==> src/include/ifs_defs.vh <==
// constants for the instruction fetch and operation sampler
`ifndef IFS_DEFS_VH
`define IFS_DEFS_VH
// ==========================================
// register byte offsets
`define IFS_FETCH_CTL 6'h00
`define IFS_FETCH_CNT 6'h04
`define IFS_FETCH_VADDR 6'h08
`define IFS_FETCH_PADDR 6'h0c
`define IFS_FETCH_INFO 6'h10
`define IFS_OP_CTL 6'h14
`define IFS_OP_CNT 6'h18
`define IFS_OP_PARENT 6'h1c
`define IFS_OP_DATA 6'h20
// ==========================================
// control register fields
`define IFS_CTL_MAX_HI 15
`define IFS_CTL_MAX_LO 0
`define IFS_CTL_EN 16
`define IFS_CTL_RAND 17
`define IFS_CTL_VALID 18
// ==========================================
// fetch info register fields
`define IFS_INFO_LAT_HI 15
`define IFS_INFO_LAT_LO 0
`define IFS_INFO_COMP 16
`define IFS_INFO_ICMISS 17
`define IFS_INFO_L1MISS 18
`define IFS_INFO_L2MISS 19
`define IFS_INFO_PGSZ_LO 20
`define IFS_INFO_PGSZ_HI 21
`define IFS_INFO_PVALID 22
// ==========================================
// operation data register fields
`define IFS_OPD_RETCYC_HI 15
`define IFS_OPD_RETCYC_LO 0
`define IFS_OPD_KIND_HI 31
`define IFS_OPD_KIND_LO 16
// ==========================================
// widths, reset values, lfsr
`define IFS_CNT_W 20
`define IFS_LAT_W 16
`define IFS_LAT_MAX 16'hffff
`define IFS_CNT_RST 20'h00000
`define IFS_MAX_RST 16'h0000
`define IFS_LFSR_SEED 7'h01
`endif

==> src/verilog/ifs_sampler.v <==
// instruction fetch and operation sampler with avalon-mm register slave
// ==========================================
// Contract
// - fetch and op sampling are independent, separately enabled, may run together
// - fetch counter advances once per completed fetch, never on aborts
// - op counter advances once every clock cycle
// - fetch counter equal to maximum tags the next attempted fetch
// - events caused by the tagged fetch or op are captured into results
// - interrupt on tagged fetch completion or abort, data reported both ways
// - counter and maximum are 20 bits; software writes all 20 counter bits and the upper 16 of the maximum
// - low four bits of the maximum always read as zero
// - fetch counter resets when it reaches the maximum
// - randomize loads counter low four bits from a 7-bit maximal lfsr
// - virtual fetch address always reported for every fetch sample
// - physical valid flag only when physical address and page size valid
// - first and second level itlb miss flags on initial misses
// - icache miss flag on initial instruction cache miss
// - complete flag only when bytes reached decoders, else aborted
// - latency counts cycles from fetch start to delivery or abort
// - two-bit page size used by first level itlb reported
// - op sample records the parent instruction address
// - op sample reports retirement cycles and op-kind execution data
// - miss flags reflect only the first access attempt
// - op interrupt only when the tagged op retires
// - flushed tagged op drops sample, counter loads random 7-bit value
`include "ifs_defs.vh"
`default_nettype none

module ifs_sampler (
	input wire clk,
	input wire rst,
	input wire [5:0] avs_address,
	input wire avs_read,
	input wire avs_write,
	input wire [3:0] avs_byteenable,
	input wire [31:0] avs_writedata,
	output reg [31:0] avs_readdata,
	output reg avs_waitrequest,
	input wire fetch_complete,
	output reg fetch_tag_req,
	input wire fetch_tag_start,
	input wire [31:0] fetch_vaddr,
	input wire tag_xlat_done,
	input wire tag_xlat_ok,
	input wire tag_l1_miss,
	input wire tag_l2_miss,
	input wire [31:0] tag_paddr,
	input wire [1:0] tag_page_size,
	input wire tag_ic_access,
	input wire tag_ic_miss,
	input wire tag_done,
	input wire tag_abort,
	output reg fetch_sample_irq,
	output reg op_tag_req,
	input wire op_tagged,
	input wire op_retire,
	input wire op_flush,
	input wire [31:0] op_parent_addr,
	input wire [15:0] op_kind_data,
	output reg op_sample_irq
);

	localparam [1:0] S_COUNT = 2'h0;
	localparam [1:0] S_ARM = 2'h1;
	localparam [1:0] S_TRACK = 2'h2;

	// ==========================================
	// helpers
	function [31:0] merge_be;
		input [31:0] old;
		input [31:0] wd;
		input [3:0] be;
		integer i;
		begin
			merge_be = old;
			for (i = 0; i < 4; i = i + 1) begin
				if (be[i]) begin
					merge_be[i*8 +: 8] = wd[i*8 +: 8];
				end
			end
		end
	endfunction

	function [`IFS_LAT_W-1:0] sat_inc;
		input [`IFS_LAT_W-1:0] v;
		begin
			sat_inc = (v == `IFS_LAT_MAX) ? v : v + 16'h0001;
		end
	endfunction

	// ==========================================
	// state
	reg [6:0] lfsr;
	reg [1:0] fstate;
	reg f_en;
	reg f_rand;
	reg f_valid;
	reg [15:0] f_max_hi;
	reg [`IFS_CNT_W-1:0] f_count;
	reg [31:0] f_vaddr;
	reg [31:0] f_paddr;
	reg [1:0] f_pgsz;
	reg [`IFS_LAT_W-1:0] f_lat;
	reg f_comp;
	reg f_icmiss;
	reg f_l1miss;
	reg f_l2miss;
	reg f_pvalid;
	reg f_xlat_seen;
	reg f_ic_seen;

	reg [1:0] ostate;
	reg o_en;
	reg o_valid;
	reg [15:0] o_max_hi;
	reg [`IFS_CNT_W-1:0] o_count;
	reg [31:0] o_parent;
	reg [`IFS_LAT_W-1:0] o_retcyc;
	reg [15:0] o_kind;

	wire bus_wr = avs_write && !avs_waitrequest;
	// low nibble forced to zero so the period is a multiple of 16
	wire [`IFS_CNT_W-1:0] f_max = {f_max_hi, 4'h0};
	wire [`IFS_CNT_W-1:0] o_max = {o_max_hi, 4'h0};
	wire [31:0] ctl_wd_f = merge_be({13'h0000, f_valid, f_rand, f_en, f_max_hi},
		avs_writedata, avs_byteenable);
	wire [31:0] ctl_wd_o = merge_be({13'h0000, o_valid, 1'b0, o_en, o_max_hi},
		avs_writedata, avs_byteenable);
	wire [31:0] cnt_wd_f = merge_be({12'h000, f_count}, avs_writedata, avs_byteenable);
	wire [31:0] cnt_wd_o = merge_be({12'h000, o_count}, avs_writedata, avs_byteenable);

	// ==========================================
	// lfsr, x^7 + x^6 + 1, free running
	always @(posedge clk) begin
		if (rst) begin
			lfsr <= `IFS_LFSR_SEED;
		end else begin
			lfsr <= {lfsr[5:0], lfsr[6] ^ lfsr[5]};
		end
	end

	// ==========================================
	// fetch sampling
	always @(posedge clk) begin
		if (rst) begin
			fstate <= S_COUNT;
			fetch_tag_req <= 1'b0;
			fetch_sample_irq <= 1'b0;
			f_en <= 1'b0;
			f_rand <= 1'b0;
			f_valid <= 1'b0;
			f_max_hi <= `IFS_MAX_RST;
			f_count <= `IFS_CNT_RST;
			f_vaddr <= 32'h00000000;
			f_paddr <= 32'h00000000;
			f_pgsz <= 2'h0;
			f_lat <= 16'h0000;
			f_comp <= 1'b0;
			f_icmiss <= 1'b0;
			f_l1miss <= 1'b0;
			f_l2miss <= 1'b0;
			f_pvalid <= 1'b0;
			f_xlat_seen <= 1'b0;
			f_ic_seen <= 1'b0;
		end else begin
			if (bus_wr && avs_address == `IFS_FETCH_CTL) begin
				f_max_hi <= ctl_wd_f[`IFS_CTL_MAX_HI:`IFS_CTL_MAX_LO];
				f_en <= ctl_wd_f[`IFS_CTL_EN];
				f_rand <= ctl_wd_f[`IFS_CTL_RAND];
				// zero clears the sample flag; a fresh sample below wins
				if (!ctl_wd_f[`IFS_CTL_VALID]) begin
					f_valid <= 1'b0;
				end
			end
			if (bus_wr && avs_address == `IFS_FETCH_CNT) begin
				f_count <= cnt_wd_f[`IFS_CNT_W-1:0];
			end
			case (fstate)
			S_COUNT: begin
				// a pending sample or a clear enable freezes the counter
				if (f_en && !f_valid) begin
					if (f_count == f_max) begin
						f_count <= f_rand ? {16'h0000, lfsr[3:0]} : `IFS_CNT_RST;
						fstate <= S_ARM;
						fetch_tag_req <= 1'b1;
					end else if (fetch_complete) begin
						f_count <= f_count + 20'h00001;
					end
				end
			end
			S_ARM: begin
				if (!f_en) begin
					fstate <= S_COUNT;
					fetch_tag_req <= 1'b0;
				end else if (fetch_tag_start) begin
					fstate <= S_TRACK;
					fetch_tag_req <= 1'b0;
					f_vaddr <= fetch_vaddr;
					f_lat <= 16'h0000;
					f_paddr <= 32'h00000000;
					f_pgsz <= 2'h0;
					f_comp <= 1'b0;
					f_icmiss <= 1'b0;
					f_l1miss <= 1'b0;
					f_l2miss <= 1'b0;
					f_pvalid <= 1'b0;
					f_xlat_seen <= 1'b0;
					f_ic_seen <= 1'b0;
				end
			end
			S_TRACK: begin
				f_lat <= sat_inc(f_lat);
				// only the first attempt is recorded, retries are ignored
				if (tag_xlat_done && !f_xlat_seen) begin
					f_xlat_seen <= 1'b1;
					f_l1miss <= tag_l1_miss;
					f_l2miss <= tag_l2_miss;
				end
				if (tag_xlat_done && tag_xlat_ok && !f_pvalid) begin
					f_pvalid <= 1'b1;
					f_paddr <= tag_paddr;
					f_pgsz <= tag_page_size;
				end
				if (tag_ic_access && !f_ic_seen) begin
					f_ic_seen <= 1'b1;
					f_icmiss <= tag_ic_miss;
				end
				if (tag_done || tag_abort) begin
					f_comp <= tag_done && !tag_abort;
					f_valid <= 1'b1;
					fstate <= S_COUNT;
				end
			end
			default: begin
				fstate <= S_COUNT;
				fetch_tag_req <= 1'b0;
			end
			endcase
			fetch_sample_irq <= f_valid && f_en;
		end
	end

	// ==========================================
	// op sampling
	always @(posedge clk) begin
		if (rst) begin
			ostate <= S_COUNT;
			op_tag_req <= 1'b0;
			op_sample_irq <= 1'b0;
			o_en <= 1'b0;
			o_valid <= 1'b0;
			o_max_hi <= `IFS_MAX_RST;
			o_count <= `IFS_CNT_RST;
			o_parent <= 32'h00000000;
			o_retcyc <= 16'h0000;
			o_kind <= 16'h0000;
		end else begin
			if (bus_wr && avs_address == `IFS_OP_CTL) begin
				o_max_hi <= ctl_wd_o[`IFS_CTL_MAX_HI:`IFS_CTL_MAX_LO];
				o_en <= ctl_wd_o[`IFS_CTL_EN];
				if (!ctl_wd_o[`IFS_CTL_VALID]) begin
					o_valid <= 1'b0;
				end
			end
			if (bus_wr && avs_address == `IFS_OP_CNT) begin
				o_count <= cnt_wd_o[`IFS_CNT_W-1:0];
			end
			case (ostate)
			S_COUNT: begin
				if (o_en && !o_valid) begin
					if (o_count == o_max) begin
						o_count <= `IFS_CNT_RST;
						ostate <= S_ARM;
						op_tag_req <= 1'b1;
					end else begin
						o_count <= o_count + 20'h00001;
					end
				end
			end
			S_ARM: begin
				if (!o_en) begin
					ostate <= S_COUNT;
					op_tag_req <= 1'b0;
				end else if (op_tagged) begin
					ostate <= S_TRACK;
					op_tag_req <= 1'b0;
					o_retcyc <= 16'h0000;
				end
			end
			S_TRACK: begin
				o_retcyc <= sat_inc(o_retcyc);
				if (op_flush) begin
					// dropped sample; restart from a random point
					o_count <= {13'h0000, lfsr};
					ostate <= S_COUNT;
				end else if (op_retire) begin
					o_parent <= op_parent_addr;
					o_kind <= op_kind_data;
					o_valid <= 1'b1;
					ostate <= S_COUNT;
				end
			end
			default: begin
				ostate <= S_COUNT;
				op_tag_req <= 1'b0;
			end
			endcase
			op_sample_irq <= o_valid && o_en;
		end
	end

	// ==========================================
	// avalon-mm slave, one wait state per access
	reg [31:0] next_readdata;

	always @* begin
		case (avs_address)
		`IFS_FETCH_CTL: next_readdata = {13'h0000, f_valid, f_rand, f_en, f_max_hi};
		`IFS_FETCH_CNT: next_readdata = {12'h000, f_count};
		`IFS_FETCH_VADDR: next_readdata = f_vaddr;
		`IFS_FETCH_PADDR: next_readdata = f_paddr;
		`IFS_FETCH_INFO: next_readdata = {9'h000, f_pvalid, f_pgsz, f_l2miss, f_l1miss,
			f_icmiss, f_comp, f_lat};
		`IFS_OP_CTL: next_readdata = {13'h0000, o_valid, 1'b0, o_en, o_max_hi};
		`IFS_OP_CNT: next_readdata = {12'h000, o_count};
		`IFS_OP_PARENT: next_readdata = o_parent;
		`IFS_OP_DATA: next_readdata = {o_kind, o_retcyc};
		default: next_readdata = 32'h00000000;
		endcase
	end

	always @(posedge clk) begin
		if (rst) begin
			avs_waitrequest <= 1'b1;
			avs_readdata <= 32'h00000000;
		end else begin
			// drop waitrequest for one cycle after the request is seen
			avs_waitrequest <= !((avs_read || avs_write) && avs_waitrequest);
			if (avs_read && avs_waitrequest) begin
				avs_readdata <= next_readdata;
			end
		end
	end

endmodule

`default_nettype wire

==> config.mk <==
export PLATFORM = sky130hd
export DESIGN_NAME = ifs_sampler
export DESIGN_NICKNAME = d
export VERILOG_FILES = /design/src/verilog/ifs_sampler.v
export VERILOG_INCLUDE_DIRS = /design/src /design/src/include
export SDC_FILE = /design/constraint.sdc
export NUM_CORES = 1
export LEC_CHECK = 0
export BUFFER_PORTS_ARGS = -buffer_cell sky130_fd_sc_hd__buf_2
export CORE_MARGIN = 2
export CORE_UTILIZATION = 48
export CTS_CLUSTER_DIAMETER = 50
export DETAILED_ROUTE_END_ITERATION = 10
export PLACE_DENSITY = 0.72
export SETUP_SLACK_MARGIN = 0.15
export SYNTH_ARGS = -nofsm -noshare
export SYNTH_HDL_FRONTEND = slang
export SYNTH_SLANG_ARGS = --single-unit
==> constraint.sdc <==
create_clock -name clk -period 2.1 [get_ports clk]
set_input_delay 0.315 -clock clk [delete_from_list [all_inputs] [get_ports clk]]
set_output_delay 0.315 -clock clk [all_outputs]
set_load 0.01 [all_outputs]
======== Word-level counts from Yosys, hierarchy flattened ========
Cells that the tools add are included.
storage, ports and cells
  register bits after elaboration ......... 278
cells by class
  reduce and logical (&&, ||, !) cells .... 49
  bitwise gates (word level) .............. 4
  equal/unequal tests ..................... 33
  add/sub/neg operators ................... 4
  mux-type cells .......................... 83
operator list
  operator               number
  $pmux 32 s9            1
  $mux 20                9
  $mux 16                6
  $mux 32                3
  $pmux 16 s2            2
  $pmux 32 s2            1
  $add 20x1->20 const B  2
  $eq 20x20->1           2
  $pmux 20 s2            1
  $reduce_and 4->1       10
  $add 16x1->16 const B  2
  $eq 16x16->1 const B   2
  $mux 8                 4
  $mux 2                 14
  $ne 2x2->1 const B     14
  $mux 1                 25
  $eq 6x5->1 const B     4
  $logic_and 1x1->1      16
  $pmux 1 s2             7
  $eq 6x4->1 const B     2
  $mux 4                 3
  $pmux 2 s3             2
  $reduce_and 2->1       6
  $ne 3x3->1 const B     3
  15 further kinds       32

======== Longest topological paths before layout ========
  depth after elaboration ................. 8
  gate-level depth with buffers ........... 9
  depth with buffers taken out ............ 7

======== Worst setup path after synthesis ========
No wires, ideal clock.
  kind .................................... reg-to-reg
  start point ............................. register o_count[5]
  end point ............................... register o_count[19]
  path buffers ............................ 1
  setup time .............................. 0.127 ns
  data arrival time ....................... 1.837 ns
  period minus slack after synthesis ...... 1.964 ns
  cell stages (with the launch flop) ...... 8
  path slack .............................. 0.136 ns
  path through ............................ dfxtp_1 -> buf_2 -> nand3_1 -> or3_1 -> nor3_4 -> nand3_1 -> and3_1 -> or3_1
on the way
  longest elaborated chain between the ends .. 4
  elaborated cells on any way between the ends .. 5
RTL lines
  element                                               line                                  RTL
  start, declared                                       ifs_sampler.v:116                     reg [`IFS_CNT_W-1:0] o_count;
  start signal, assigned                                ifs_sampler.v:253                     o_count <= `IFS_CNT_RST;
  start signal, assigned                                ifs_sampler.v:266                     o_count <= cnt_wd_o[`IFS_CNT_W-1:0];
  start signal, assigned                                ifs_sampler.v:272                     o_count <= `IFS_CNT_RST;
  $add 20x1->20 / $eq 20x20->1 (equally long branches)  ifs_sampler.v:276, ifs_sampler.v:271
  $mux 20 *                                             ifs_sampler.v:271                     if (o_count == o_max) begin
  $mux 20 *                                             ifs_sampler.v:270                     if (o_en && !o_valid) begin
  $pmux 20 s2 *                                         ifs_sampler.v:268                     case (ostate)
Mark *: on every way between the ends. The rest lies on a longest branch, timed or not.
A chain may end at the register's enable or synchronous reset.

======== Worst setup path after layout ========
  start point ............................. register o_max_hi[4]
  end point ............................... register ostate[0]
on the way
  longest elaborated chain between the ends .. 3
RTL lines
  element                            line               RTL
  start, declared                    ifs_sampler.v:115  reg [15:0] o_max_hi;
  start signal, assigned             ifs_sampler.v:252  o_max_hi <= `IFS_MAX_RST;
  start signal, assigned             ifs_sampler.v:259  o_max_hi <= ctl_wd_o[`IFS_CTL_MAX_HI:`IFS_CTL_MAX_LO];
  $eq 20x20->1                       ifs_sampler.v:271
  $ne 2x2->1 (no source line)        n/a
  $reduce_and 4->1 (no source line)  n/a
  end signal, assigned               ifs_sampler.v:273  ostate <= S_ARM;
  end signal, assigned               ifs_sampler.v:282  ostate <= S_COUNT;
  end signal, assigned               ifs_sampler.v:285  ostate <= S_TRACK;
  end, declared                      ifs_sampler.v:112  reg [1:0] ostate;
Every way passes these cells.

==> run metrics <==
outcome complete, but fails checks; failing checks design-rule violations; largest net degree at the start of global routing 111; RSZ-0062 raised after global routing true; R2R depth 8; Die X 168 um; register bit total from synthesis 278; # nets final 2118; fmax 0.496 GHz; TritonCTS clock tree built; most frequent CP cell buf_4; worst vdd ir 580 uV; detailed-route via count 14200; Slew Limit Fails 0; crit-path cells xnor2_1, nand4_1, nor4_1, buf_4, nand2_2, buf_4, o31a_1, nor3_2; antenna violations before repair 2; Post-synth EDFFs 0; vias per inst 6.16; DRC errors left 15; worst reg2reg path startpoint o_max_hi[4]; Hold Path Depth 3; Synth Flop Type dfxtp_1; crit-path max cell delay 430 ps; Mean Syn Cell Area 8.16 sq um; Starting Density 49.1%; Reg clk slew, reported paths 60 ps; Setup Skew 10.3 ps; final WL 49300 um; core footprint 0.0261 sq mm; Final Hold Viols 0; ys async rst share 0%; WL/cell 21.4 um; final setup vio count 0; slew of the pin with the lowest slew margin 605 ps; leakage power 0.00676 uW; met2 Track Usage GR 54.6%; YS warnings 0; H-tree Lvls 1; Synth top area share 43.4%; Worst Setup SP o_max_hi[4]; num rows 59; drt first pass iters 11; HPWL Detailed 34000 um; crit start category flip-flop; Arr. time, crit path 2510 ps; GR Util met1 40.3%; Period Utilization, post-route 95.9%; critical path endpoint ostate[0]; Worst Hold Margin 9.38 ps; die footprint 0.0281 sq mm; kind of critical path reg2reg; worst hold path type in2reg; Clk Latency, worst-skew pair 570 ps; CP max FO 3; hold wc startpoint tag_paddr[7]; reg2reg setup slack 90 ps; layout cell share with drive strength beyond 1 25.8%; area leader, netlist dfxtp_1; Worst Path Buf+Inv 2; Synth Instances 1572; Critical Path RT 2590 ps; CTS Root Cell clkbuf_16; total of max-cap violations 0; Seq. cell area 0.00561 sq mm; Post-DRT Antenna Nets 0; area delta synth->final 36.3%; first-pass GRT wire length 73700 um; most frequent cell after synthesis dfxtp_1; Final TNS setup 0 ps; Mapped Area 0.0128 sq mm; critical path's top delay family simple AND/OR/NAND/NOR gates; TritonCTS Buffers 31; r2r endpoint ostate[0]; number of global-route vias before repair 13400; ranking of synthesized cells by area dfxtp_1 43%, nand2_1 8.0%, a21oi_1 7.6%; CP max stage cell dfxtp_1; fillers 2097; gr busiest metal met2; GRT Overall Usage 33.2%; port bufs 196; PD cells 670 mW/mm^2; # IOs 210; clock tree sinks 278; path length in cells of the critical path 8; Min Clock Period, post-route 2010 ps; Netlist cell types 76; grt met3 use 6.67%; multi-input logic area 0.00696 sq mm; Synth top cells by count 278 x dfxtp_1, 274 x nand2_1, 195 x a21oi_1, 121 x nor2_1, 81 x clkbuf_1; GP Congestion 0.964; Starting DRT DRC Count 1641; post-synth net total 1751; max_slew headroom 59.7%; Chip Height 168 um; CTS max path bufs 3; GRT overflow 0; Seq/Total Area, Yosys 43.4%; CP Capture Type flip-flop
[cells by family after synthesis]
| family | count (synthesis) | share of synthesized area (%) |
|---|---|---|
| multiplexers | 23 | 1.85 |
| buffers and inverters | 132 | 4.35 |
| flip-flops | 278 | 43.4 |
| adder cells (fa/ha/maj) | 6 | 0.585 |
| XOR/XNOR | 65 | 4.44 |
| AND/OR/NAND/NOR | 647 | 23.9 |
| AO/OA/AOI/OAI | 421 | 21.5 |
[cell type report]
| type | instances | area share [%] |
|---|---|---|
| repair buffers | 447 | 19.1 |
| clock buffers | 40 | 4.91 |
| well taps | 335 | 2.40 |
| flip-flops and latches | 278 | 32.0 |
| multi-input cells | 1162 | 39.8 |
| inverters | 19 | 0.408 |
| clock inverters | 18 | 1.35 |
| diodes | 1 | 0.0143 |
[layout by cell type, fill, tap and decap left out, drive strengths merged, types with 22 or more instances in the layout]
cell | Yosys | final
a22oi | 64 | 64
dfxtp | 278 | 278
nand2 | 276 | 276
buf | 29 | 352
nor2 | 124 | 124
a222oi | 51 | 51
xnor2 | 46 | 46
dlygate4sd3 | 0 | 95
nand4 | 22 | 22
a21oi | 197 | 197
and3 | 36 | 36
nor3 | 28 | 28
o21ai | 26 | 26
nand3 | 80 | 80
clkbuf | 84 | 40
[tightest hold or removal path, cell delays in order]
cell	delay, ps
buf_2	70
a22oi_1	60
nor2_1	80
[power breakdown]
group	internal, uW	switching (uW)
registers	5280	8.36
clock network	3510	2300
logic	304	330
[metal layers]
metal	vias to the layer above	wire length (um)
met5	-	11
met4	2	3430
met3	207	4670
met2	863	22800
met1	6682	18300
li1	6425	-
[sequential cells by signal, indices dropped and copies added, names as in the netlist, 2 cells and up]
name,cells
fstate,2
f_vaddr,32
f_pgsz,2
o_parent,32
f_count,20
f_max_hi,16
lfsr,7
o_max_hi,16
ostate,2
avs_readdata,32
f_paddr,32
o_kind,16
o_retcyc,16
o_count,20
f_lat,16
[per-stage QoR]
step                      cells  utilization, %  instance area, sq um  total power, uW  setup WS [ps]
after floorplan            1572               -                 12800             5560            160
after global placement     2130            57.6                 15000             5860          -87.3
after detailed placement   2130            57.6                 15000             5870           -115
after CTS                  2284            65.7                 17200            11700            101
after global routing       2300            66.9                 17500            12000           35.2
final                      2300            66.9                 17500            11700           85.8
[worst min path at each step]
| stage | to | slack [ps] |
|---|---|---|
| 3_3_place_gp | avs_readdata[6] | 430 |
| 2_1_floorplan | f_comp | 410 |
| 6_report | f_paddr[7] | 9 |
| 5_1_grt | f_paddr[2] | 10 |
| 3_5_place_dp | avs_readdata[17] | 440 |
| 4_1_cts | f_paddr[17] | 0.8 |
[repair_timing]
action,in CTS,in global routing
pin swaps,4,22
resized for setup,16,60
hold buffers,95,0
hold endpoints to repair,94,0
setup endpoints to repair,74,56
buffers inserted,1,15
Power figures use the tool's default switching activity.
